**src/rtl/mcu_pins_pkg.sv**
```systemverilog
// Package of modes, bit layouts and widths for the host bus pin block
package mcu_pins_pkg;
  localparam int BUS_W = 16;
  localparam int BYTE_W = 8;
  localparam int PORT_W = 8;
  localparam int GP_W = 24;
  localparam int MODE_W = 2;
  // Layout of the synchroniser vector
  localparam int S_ADIO = 0;
  localparam int S_CTL = 16;
  localparam int S_PD = 19;
  localparam int S_GP = 23;
  localparam int S_PE0 = 47;
  localparam int SYNC_W = 48;
  // Latched address bit that port E bit 0 drives in address-out mode
  localparam int PE0_ADDR_BIT = 0;
  // Byte lane select address bit
  localparam int LANE_ADDR_BIT = 0;
  localparam logic RST_HOLD_INIT = 1'h1;
  // Idle pin levels loaded into the synchronisers in reset: strobes, chip select, high write off
  localparam logic [SYNC_W-1:0] SYNC_IDLE = 48'h000000670000;
  localparam logic [3:0] PD_IDLE = 4'hc;

  typedef enum logic [1:0] {C0_WRITE_N, C0_READ_WRITE, C0_LOW_WRITE_N} ctl0_mode_type;
  typedef enum logic [1:0] {
    C1_READ_N, C1_E_CLOCK, C1_DATA_STROBE_N, C1_LOW_STROBE_N
  } ctl1_mode_type;
  typedef enum logic [2:0] {
    C2_CODE_FETCH_N, C2_UPPER_ENABLE_N, C2_HIGH_STROBE_N, C2_SIZE_BIT, C2_LOW_STROBE_N
  } ctl2_mode_type;
  typedef enum logic [1:0] {PD0_LATCH_ENABLE, PD0_ADDR_STROBE, PD0_LOGIC_IN} pd0_mode_type;
  typedef enum logic [1:0] {PIN_HOST_IO, PIN_LOGIC_OUT, PIN_LOGIC_IN} pin_mode_type;
  typedef enum logic [1:0] {PE0_HOST_IO, PE0_ADDR_OUT, PE0_TEST_SEL} pe0_mode_type;
endpackage

```
**src/rtl/mcu_bus_pin_interface.sv**
```systemverilog
// Host bus pin block: address latch, read drive, strobes, reset, port pin muxing
// Summary of operation
// Muxed host: low address shares data lanes
// Plain host: A0-7 lower, A8-15 upper
// Burst host: A4-A19 share both data lanes
// Capture address on latch or strobe input
// Drive read data only when read and selected
// Forward both port addresses to logic arrays
// Control zero: write, direction or low write
// Control one: read, E, strobe, low strobe
// Control two: five byte or fetch modes
// All control inputs feed the logic arrays
// Reset clears ports, macrocells, configuration
// Host holds reset low at power-up
// Reset aborts running flash program or erase
// Port D bit0: latch, strobe or logic input
// Port D bit1 clock drives macrocells, counter
// Chip select low enables memories and I/O
// Chip select edge leaves power-down mode
// Port D bit3 as high byte write strobe
// Ports A/B: host I/O, logic out or in
// Port C: host I/O, chip select out, input
// Port E bit0: host I/O, address or TMS
// Latched address holds until next latch strobe
module mcu_bus_pin_interface (
  // Clock and reset
  input wire logic i_ref_clk,
  input wire logic i_rst_n,
  // Configuration
  input wire logic i_bus_muxed,
  input wire mcu_pins_pkg::ctl0_mode_type i_ctl0_mode,
  input wire mcu_pins_pkg::ctl1_mode_type i_ctl1_mode,
  input wire mcu_pins_pkg::ctl2_mode_type i_ctl2_mode,
  input wire mcu_pins_pkg::pd0_mode_type i_pd0_mode,
  input wire logic i_pd1_clock_in_sel,
  input wire logic i_pd2_chip_sel_en,
  input wire logic i_pd3_write_high_en,
  input wire logic [15:0] i_port_a_mode,
  input wire logic [15:0] i_port_b_mode,
  input wire logic [15:0] i_port_c_mode,
  input wire mcu_pins_pkg::pe0_mode_type i_pe0_mode,
  // Address/data pins
  input wire logic [7:0] i_lower_addr_data_port,
  output logic [7:0] o_lower_addr_data_port,
  output logic o_lower_addr_data_oe,
  input wire logic [7:0] i_upper_addr_data_port,
  output logic [7:0] o_upper_addr_data_port,
  output logic o_upper_addr_data_oe,
  // Host control and port D pins
  input wire logic i_host_control_in_zero,
  input wire logic i_host_control_in_one,
  input wire logic i_host_control_in_two,
  input wire logic i_port_d_bit0,
  input wire logic i_port_d_bit1,
  input wire logic i_port_d_bit2,
  input wire logic i_port_d_bit3,
  // General port pins
  input wire logic [7:0] i_port_a_pins,
  output logic [7:0] o_port_a_pins,
  output logic [7:0] o_port_a_pins_oe,
  input wire logic [7:0] i_port_b_pins,
  output logic [7:0] o_port_b_pins,
  output logic [7:0] o_port_b_pins_oe,
  input wire logic [7:0] i_port_c_pins,
  output logic [7:0] o_port_c_pins,
  output logic [7:0] o_port_c_pins_oe,
  input wire logic i_port_e_bit0,
  output logic o_port_e_bit0,
  output logic o_port_e_bit0_oe,
  // Internal sources for pin drive
  input wire logic [23:0] i_host_port_out,
  input wire logic [23:0] i_host_port_dir,
  input wire logic [15:0] i_logic_port_out,
  input wire logic [7:0] i_external_chip_selects,
  input wire logic i_host_pe0_out,
  input wire logic i_host_pe0_dir,
  // Read path and power state
  input wire logic [15:0] i_read_data,
  input wire logic i_block_selected,
  input wire logic i_power_down,
  // Toward logic arrays and memories
  output logic [15:0] o_pla_addr,
  output logic [2:0] o_pla_ctl,
  output logic [3:0] o_pla_port_d,
  output logic [23:0] o_pla_port_in,
  output logic o_test_mode_sel,
  output logic o_read_active,
  output logic o_write_low,
  output logic o_write_high,
  output logic o_mem_enable,
  output logic o_power_down_exit,
  output logic o_macrocell_clk_en,
  output logic o_array_reset,
  output logic o_flash_abort
);

  ////////////////////////////////////////////////////////////////////////////////
  // State

  typedef struct packed {
    logic [mcu_pins_pkg::SYNC_W-1:0] sync1;
    logic [mcu_pins_pkg::SYNC_W-1:0] sync2;
    logic [3:0] pd_prev;
    logic [mcu_pins_pkg::BUS_W-1:0] addr;
    logic [mcu_pins_pkg::BUS_W-1:0] rdata;
    logic ad_oe;
    logic [mcu_pins_pkg::GP_W-1:0] gp_out;
    logic [mcu_pins_pkg::GP_W-1:0] gp_oe;
    logic pe0_out;
    logic pe0_oe;
    logic clk_en;
    logic pd_exit;
    logic rst_hold;
  } state_type;

  state_type st_r;
  state_type st_nxt;

  // Pin drive per mode: returns {oe, value}
  function automatic logic [1:0] pin_drive(input logic [1:0] mode, input logic host_out,
                                           input logic host_dir, input logic logic_out);
    pin_drive = 2'h0;
    case (mcu_pins_pkg::pin_mode_type'(mode))
      mcu_pins_pkg::PIN_HOST_IO: pin_drive = {host_dir, host_out};
      mcu_pins_pkg::PIN_LOGIC_OUT: pin_drive = {1'b1, logic_out};
      default: pin_drive = 2'h0;
    endcase
  endfunction

  ////////////////////////////////////////////////////////////////////////////////
  // Synchronised pin views

  logic [15:0] adio;
  logic [2:0] ctl;
  logic [3:0] pd;
  logic [23:0] gp;
  logic pe0_in;
  logic rise_as;
  logic capture;
  logic [47:0] gp_mode;
  logic [23:0] gp_src;

  assign adio = st_r.sync2[mcu_pins_pkg::S_ADIO +: mcu_pins_pkg::BUS_W];
  assign ctl = st_r.sync2[mcu_pins_pkg::S_CTL +: 3];
  assign pd = st_r.sync2[mcu_pins_pkg::S_PD +: 4];
  assign gp = st_r.sync2[mcu_pins_pkg::S_GP +: mcu_pins_pkg::GP_W];
  assign pe0_in = st_r.sync2[mcu_pins_pkg::S_PE0];
  assign gp_mode = {i_port_c_mode, i_port_b_mode, i_port_a_mode};
  assign gp_src = {i_external_chip_selects, i_logic_port_out};
  assign rise_as = pd[0] & ~st_r.pd_prev[0];

  // Address capture: latch enable is transparent while high, strobe takes its rising edge
  always_comb begin
    capture = 1'b1;
    if (i_bus_muxed) begin
      case (i_pd0_mode)
        mcu_pins_pkg::PD0_LATCH_ENABLE: capture = pd[0];
        mcu_pins_pkg::PD0_ADDR_STROBE: capture = rise_as;
        default: capture = 1'b0;
      endcase
    end
  end

  ////////////////////////////////////////////////////////////////////////////////
  // Strobe decode

  logic low_en;
  logic high_en;
  logic data_ph;
  logic rd_act;
  logic wr_act;
  logic wr_low_only;
  logic a0;

  assign a0 = st_r.addr[mcu_pins_pkg::LANE_ADDR_BIT];

  // Lane enables and read/write strobes from the three control inputs
  always_comb begin
    low_en = 1'b1;
    high_en = 1'b1;
    data_ph = 1'b1;
    rd_act = 1'b0;
    wr_act = 1'b0;
    wr_low_only = 1'b0;
    case (i_ctl2_mode)
      mcu_pins_pkg::C2_CODE_FETCH_N: rd_act = ~ctl[2];
      mcu_pins_pkg::C2_UPPER_ENABLE_N: begin
        high_en = ~ctl[2];
        low_en = ~a0;
      end
      mcu_pins_pkg::C2_HIGH_STROBE_N: high_en = ~ctl[2];
      mcu_pins_pkg::C2_SIZE_BIT: begin
        high_en = ~a0;
        low_en = a0 | ~ctl[2];
      end
      default: begin
        high_en = ~a0;
        low_en = ~ctl[2];
      end
    endcase
    case (i_ctl1_mode)
      mcu_pins_pkg::C1_READ_N: rd_act = rd_act | ~ctl[1];
      mcu_pins_pkg::C1_E_CLOCK: data_ph = ctl[1];
      mcu_pins_pkg::C1_DATA_STROBE_N: data_ph = ~ctl[1];
      default: begin
        low_en = ~ctl[1];
        data_ph = low_en | (i_ctl2_mode == mcu_pins_pkg::C2_HIGH_STROBE_N && high_en);
      end
    endcase
    case (i_ctl0_mode)
      mcu_pins_pkg::C0_WRITE_N: wr_act = ~ctl[0];
      mcu_pins_pkg::C0_READ_WRITE: begin
        wr_act = ~ctl[0] & data_ph;
        rd_act = rd_act | (ctl[0] & data_ph);
      end
      default: begin
        wr_act = ~ctl[0];
        wr_low_only = 1'b1;
      end
    endcase
  end

  assign o_read_active = rd_act;
  assign o_write_low = wr_act & (low_en | wr_low_only);
  // High byte write from the host strobes or from port D bit 3
  assign o_write_high = (wr_act & high_en & ~wr_low_only)
    | (i_pd3_write_high_en & ~pd[3]);

  ////////////////////////////////////////////////////////////////////////////////
  // Next state

  always_comb begin
    st_nxt = st_r;
    st_nxt.sync1 = {i_port_e_bit0, i_port_c_pins, i_port_b_pins, i_port_a_pins,
      i_port_d_bit3, i_port_d_bit2, i_port_d_bit1, i_port_d_bit0, i_host_control_in_two,
      i_host_control_in_one, i_host_control_in_zero, i_upper_addr_data_port,
      i_lower_addr_data_port};
    st_nxt.sync2 = st_r.sync1;
    st_nxt.pd_prev = pd;
    st_nxt.rst_hold = 1'b0;
    // Address follows the host's wiring; on a muxed bus it holds between strobes, on a plain bus it tracks the lanes every cycle
    if (capture) begin
      st_nxt.addr = adio;
    end
    st_nxt.rdata = i_read_data;
    st_nxt.ad_oe = rd_act & i_block_selected;
    st_nxt.clk_en = i_pd1_clock_in_sel & pd[1] & ~st_r.pd_prev[1];
    st_nxt.pd_exit = i_pd2_chip_sel_en & i_power_down & ~pd[2] & st_r.pd_prev[2];
    for (int k = 0; k < mcu_pins_pkg::GP_W; k++) begin
      {st_nxt.gp_oe[k], st_nxt.gp_out[k]} = pin_drive(gp_mode[2 * k +: 2],
        i_host_port_out[k], i_host_port_dir[k], gp_src[k]);
    end
    case (i_pe0_mode)
      mcu_pins_pkg::PE0_HOST_IO: begin
        st_nxt.pe0_oe = i_host_pe0_dir;
        st_nxt.pe0_out = i_host_pe0_out;
      end
      mcu_pins_pkg::PE0_ADDR_OUT: begin
        st_nxt.pe0_oe = 1'b1;
        st_nxt.pe0_out = st_r.addr[mcu_pins_pkg::PE0_ADDR_BIT];
      end
      default: begin
        st_nxt.pe0_oe = 1'b0;
        st_nxt.pe0_out = 1'b0;
      end
    endcase
  end

  // State register; reset clears all pin drive and raises the reset hold
  // Synchronisers reset to idle pin levels so no false strobe or edge follows reset
  always_ff @(posedge i_ref_clk or negedge i_rst_n) begin
    if (!i_rst_n) begin
      st_r <= '{sync1: mcu_pins_pkg::SYNC_IDLE, sync2: mcu_pins_pkg::SYNC_IDLE,
        pd_prev: mcu_pins_pkg::PD_IDLE, rst_hold: mcu_pins_pkg::RST_HOLD_INIT, default: '0};
    end else begin
      st_r <= st_nxt;
    end
  end

  ////////////////////////////////////////////////////////////////////////////////
  // Outputs

  assign o_lower_addr_data_port = st_r.rdata[0 +: mcu_pins_pkg::BYTE_W];
  assign o_upper_addr_data_port = st_r.rdata[mcu_pins_pkg::BYTE_W +: mcu_pins_pkg::BYTE_W];
  assign o_lower_addr_data_oe = st_r.ad_oe;
  assign o_upper_addr_data_oe = st_r.ad_oe;
  assign o_port_a_pins = st_r.gp_out[0 +: mcu_pins_pkg::PORT_W];
  assign o_port_a_pins_oe = st_r.gp_oe[0 +: mcu_pins_pkg::PORT_W];
  assign o_port_b_pins = st_r.gp_out[mcu_pins_pkg::PORT_W +: mcu_pins_pkg::PORT_W];
  assign o_port_b_pins_oe = st_r.gp_oe[mcu_pins_pkg::PORT_W +: mcu_pins_pkg::PORT_W];
  assign o_port_c_pins = st_r.gp_out[2 * mcu_pins_pkg::PORT_W +: mcu_pins_pkg::PORT_W];
  assign o_port_c_pins_oe = st_r.gp_oe[2 * mcu_pins_pkg::PORT_W +: mcu_pins_pkg::PORT_W];
  assign o_port_e_bit0 = st_r.pe0_out;
  assign o_port_e_bit0_oe = st_r.pe0_oe;
  // Array inputs: address, controls, port D and general pins
  assign o_pla_addr = st_r.addr;
  assign o_pla_ctl = ctl;
  assign o_pla_port_d = pd;
  assign o_pla_port_in = gp;
  assign o_test_mode_sel = (i_pe0_mode == mcu_pins_pkg::PE0_TEST_SEL) & pe0_in;
  assign o_mem_enable = ~i_pd2_chip_sel_en | ~pd[2];
  assign o_power_down_exit = st_r.pd_exit;
  assign o_macrocell_clk_en = st_r.clk_en;
  assign o_array_reset = st_r.rst_hold;
  assign o_flash_abort = st_r.rst_hold;
endmodule // mcu_bus_pin_interface

```
**config.mk**
```make
export PLATFORM = sky130hd
export DESIGN_NAME = mcu_bus_pin_interface
export DESIGN_NICKNAME = d
export VERILOG_FILES = /design/src/rtl/mcu_pins_pkg.sv /design/src/rtl/mcu_bus_pin_interface.sv
export SDC_FILE = /design/constraint.sdc
export NUM_CORES = 1
export LEC_CHECK = 0
export BUFFER_PORTS_ARGS = -buffer_cell sky130_fd_sc_hd__buf_4
export CAP_MARGIN = 20
export CORE_AREA = 2 2 129 131
export CTS_BUF_LIST = sky130_fd_sc_hd__clkbuf_8 sky130_fd_sc_hd__clkbuf_16
export DETAILED_ROUTE_END_ITERATION = 7
export DIE_AREA = 0 0 131 133
export GPL_ROUTABILITY_DRIVEN = 0
export GPL_TIMING_DRIVEN = 0
export PLACE_DENSITY = 0.76
export SYNTH_ARGS = -nofsm -noshare
export SYNTH_HDL_FRONTEND = slang
export SYNTH_SLANG_ARGS = --single-unit
```
**constraint.sdc**
```tcl
create_clock -name i_ref_clk -period 2 [get_ports i_ref_clk]
set_clock_uncertainty 0.15 [all_clocks]
set_input_delay 0.1 -clock i_ref_clk [delete_from_list [all_inputs] [get_ports i_ref_clk]]
set_output_delay 0.1 -clock i_ref_clk [all_outputs]
set_load 0.005 [all_outputs]
```
Word-level counts from Yosys, hierarchy flattened
Cells that the tools add are included.
Operators by class
  mux-type cells: 36
  reduce and logical (&&, ||, !) cells: 34
  equality and inequality tests: 33
  bitwise logic cells: 30
Operators with widths (number)
  one-hot mux 2 bit (2 select lines): 25
  == test 2 x 1 -> 1 bit (second input constant): 28
  logical NOT 2 bit: 28
  bitwise AND 1 bit: 14
  NOT 1 bit: 9
  two-way mux 1 bit: 7
  bitwise OR 1 bit: 7
  == test 3 x 2 -> 1 bit (second input constant): 2
  one-hot mux 1 bit (3 select lines): 2
  OR reduction 2 bit: 3
  == test 2 bit (second input constant): 2
  one-hot mux 1 bit (2 select lines): 2
  == test 3 x 1 -> 1 bit (second input constant): 1
  logical NOT 3 bit: 1
  OR reduction 3 bit: 1
  logical AND 1 bit: 1
Word-level totals
  output and inout bits: 124
  bits in registers: 185

Longest topological paths before layout
  depth in word-level cells: 11
  depth in mapped cells: 5
  depth with buffers taken out: 4

Worst setup path after synthesis
OpenSTA, ideal clock, no wires.
  path type: reg2out
  from: register st_r, in the netlist o_pla_ctl[2]
  to: output port o_write_low
  cell stages (with the launch flop): 5
  setup slack: 0.643 ns
  path buffers: 0
  required time: 1.750 ns
  data arrival time: 1.107 ns
  path through: dfstp_2 nand2_1 o22ai_1 a222oi_1 o31a_1
On the way
  longest elaborated chain between the ends: 8
  elaborated cells on any way between the ends: 12
Ends and longest elaborated chain
  from (decl): RTL line mcu_bus_pin_interface.sv:116  | state_type st_r;
  from (signal assigned): RTL line mcu_bus_pin_interface.sv:273  | st_r <= '{sync1: mcu_pins_pkg::SYNC_IDLE, sync2: mcu_pins_pkg::SYNC_IDLE,
  from (signal assigned): RTL line mcu_bus_pin_interface.sv:276  | st_r <= st_nxt;
  NOT 1 bit (*)
  one-hot mux 1 bit (2 select lines): RTL line mcu_bus_pin_interface.sv:185  | case (i_ctl2_mode)
  logical AND 1 bit: RTL line mcu_bus_pin_interface.sv:207  | data_ph = low_en | (i_ctl2_mode == mcu_pins_pkg::C2_HIGH_STROBE_N && high_en);
  bitwise OR 1 bit: RTL line mcu_bus_pin_interface.sv:207
  one-hot mux 1 bit (3 select lines): RTL line mcu_bus_pin_interface.sv:201  | case (i_ctl1_mode)
  bitwise AND 1 bit: RTL line mcu_bus_pin_interface.sv:213  | wr_act = ~ctl[0] & data_ph;
  two-way mux 1 bit
  bitwise AND 1 bit (*): RTL line mcu_bus_pin_interface.sv:224  | assign o_write_low = wr_act & (low_en | wr_low_only);
  to (decl): RTL line mcu_bus_pin_interface.sv:88  | output logic o_write_low,
Mark *: on every way between the ends. The rest lies on a longest branch, timed or not.

Worst setup path in the final report
Ends and elaborated chain as after synthesis.

==> impl_metrics.toml <==
[outcome]
status = "complete, no violations"

[run]
cap_violations = 0

[logic_synthesis]
syn_area_um2 = 6470
synth-edff-count = 0
avgSynthCellArea_um2 = 14.2
synthCells = 457
ys_seq_elements = 185
synth_ff_type = "dfrtp_1"
yosys_warnings = 0
synth_cell_types = 30
synth-async-reset-ratio = 1.00
syn-num-nets = 662
seq_area_frac_synth = 0.717

[cts]
cts_max_level = 4
root_buffer = "clkbuf_16"
cts-buffers-inserted = 17
tritoncts = "yes"
clkSinkCount = 185
clock_path_buffers = 2
path_clk_slew_ns = 0.07
clk_latency_ns = 0.42

[drt]
via_count = 5193
drt_first_pass_iters = 5
antenna_left = 0
viasPerCell = 4.30
wl_per_cell_um = 15.7
wl_um = 19000
drt-initial-drc-count = 112
remaining_drc_errors = 0

[cells_and_area]
drive_gt1_frac = 0.501
antennaDiodeCount = 0
layout_commonest_cell = "buf_4"
layout_common_cells = "buf_4 (440), dfrtp_1 (173), dlygate4sd3_1 (170), nor2_1 (79), mux2i_1 (25)"
final_area_um2 = 11600
areaGrowthSynthToFinish_pct = 79.0
fill_cells = 995
finalNetCount = 1180

[timing]
drv_slew = 0
hold_viol = 0
rsz0062_at_grt = "true"
max_slew.worst_pin.slew_ns = 0.702
period_share = 0.974
fin_ws_ns = 0.0524
fin_crit_ns = 1.95
clock.fmax_mhz = 513
setup_violations = 0
relSlewSlack = 0.532

[hold_path]
min_path_type = "primary input to flop"

[pwr]
power.total_w = 0.00905
power_density_nw_per_um2 = 781
p_leak_nw = 5.91
peakVddDrop_v = 0.000673

[floorplan]
boundaryPins = 329
rows = 47
die_w_um = 131
coreArea_um2 = 16200
start_util = 0.400
die_h_um = 133
die_area_um2 = 17400

[worst_setup_path]
cp-end-kind = "output pin"
critPathArrivalTime_ns = 1.70
startpoint_type = "flop"
path_max_fanout = 4
worstSetupPathType = "flop to output pin"
cp_data_required_time_ns = 1.75

[global_routing]
grt_max_degree = 97
grtUsageTotal = 0.220
grt_pass1_wl_um = 29000
grt_overflow = 0
grt_pass1_vias = 5962
antenna_found_initial = 1

[placed_design]
pre_cts_slack_ns = 0.457
placed_cell_area_um2 = 9240
dp_hpwl_um = 11000
port_buffers = 327
[where the power goes]
part	internal, W	leakage, nW	switching, W
combinational	0.000934	3.41	0.000458
clock	0.00218	0.311	0.00143
sequential	0.00397	2.19	0.0000859
[final cells by class]
type,instances,area [um^2],share of cell area
sequential,185,4640,0.401
clock buffer,19,453,0.0391
timing repair buffer,499,4200,0.362
multi-input combinational,154,953,0.0823
clock inverter,13,189,0.0163
buffer,115,865,0.0746
inverter,3,11.3,0.000972
tap,220,275,0.0238
[per-stage QoR]
step           setup TNS [ns]  utilization  hold slack, ns  std cells
2_1_floorplan               0            -          -0.346        457
3_3_place_gp           -67.29        0.569          0.0586       1004
3_5_place_dp                0        0.571          0.0210       1005
4_1_cts                     0        0.717          0.0273       1208
5_1_grt               -0.0130        0.717          0.0680       1208
6_report                    0        0.717          0.0371       1208
[worst paths after layout]
| check | start | to | slack [ns] | depth (start not counted) |
|---|---|---|---|---|
| max in group asynchronous | i_rst_n | st_nxt[112]$_DFF_PN1_ | 0.67 | 3 |
| max | o_pla_ctl[2]$_DFF_PN1_ | o_write_low | 0.05 | 5 |
| min | i_ctl1_mode[0] | o_lower_addr_data_oe$_DFF_PN0_ | 0.04 | 5 |
| min in group asynchronous | i_rst_n | adio[12]$_DFF_PN0_ | 0.14 | 2 |
| min reg2reg | st_nxt[105]$_DFF_PN0_ | adio[15]$_DFF_PN0_ | 0.20 | 0 |
| max reg2reg | o_pla_port_d[2]$_DFF_PN1_ | o_power_down_exit$_DFF_PN0_ | 0.43 | 2 |
[worst max-delay path: stages, from the launching register on]
cell and delay, ns:
dfstp_2 0.58, nand2_1 0.06, o22ai_1 0.16, a222oi_1 0.08
o31a_1 0.25, buf_4 0.14
[per-layer routing]
metal	global-route usage	routed length, um	up-vias
met5	0	13	-
met4	0.0963	736	2
met3	0.0611	1180	64
met2	0.401	10300	222
met1	0.233	6760	2525
li1	-	-	2380
[state kept, by name, summed over array words and instances, names as in the netlist, 3 cells and up]
signal                  flops
st_r                        3
adio                       16
o_pla_port_d                4
o_pla_port_in              24
o_pla_ctl                   3
st_nxt                     48
o_port_b_pins               8
o_lower_addr_data_port      8
o_port_b_pins_oe            8
o_port_c_pins               8
o_upper_addr_data_port      8
o_port_a_pins               8
o_port_a_pins_oe            8
o_port_c_pins_oe            8
o_pla_addr                 16
[logic make-up after synthesis]
family	count (synthesis)	share of synthesized area
other	1	0.000579
multiplexers	41	0.0665
buffers and inverters	118	0.135
XOR/XNOR	1	0.00135
AND/OR/NAND/NOR	101	0.0659
AO/OA/AOI/OAI	10	0.0130
flip-flops	185	0.717
[what timing repair did]
item | 4_1_cts | 5_1_grt
hold endpoints to repair | 215 | 0
endpoints found under the setup margin | 1 | 1
resized for setup | 0 | 0
hold buffers | 170 | 0
setup buffers | 1 | 0
pin swaps | 0 | 3
[synthesized netlist by cell type (2+ instances only)]
| cell type | number | area, um^2 |
|---|---|---|
| inv_1 | 3 | 11.3 |
| mux2i_1 | 25 | 250 |
| buf_4 | 113 | 848 |
| mux2_1 | 14 | 158 |
| a31oi_1 | 3 | 18.8 |
| nor2_1 | 79 | 297 |
| nand2_1 | 10 | 37.5 |
| mux2_2 | 2 | 22.5 |
| nand2b_1 | 3 | 18.8 |
| dfrtp_1 | 173 | 4330 |
| and4b_1 | 2 | 20.0 |
| dfstp_2 | 12 | 315 |
No activity file was read; power rests on OpenSTA's default activity.
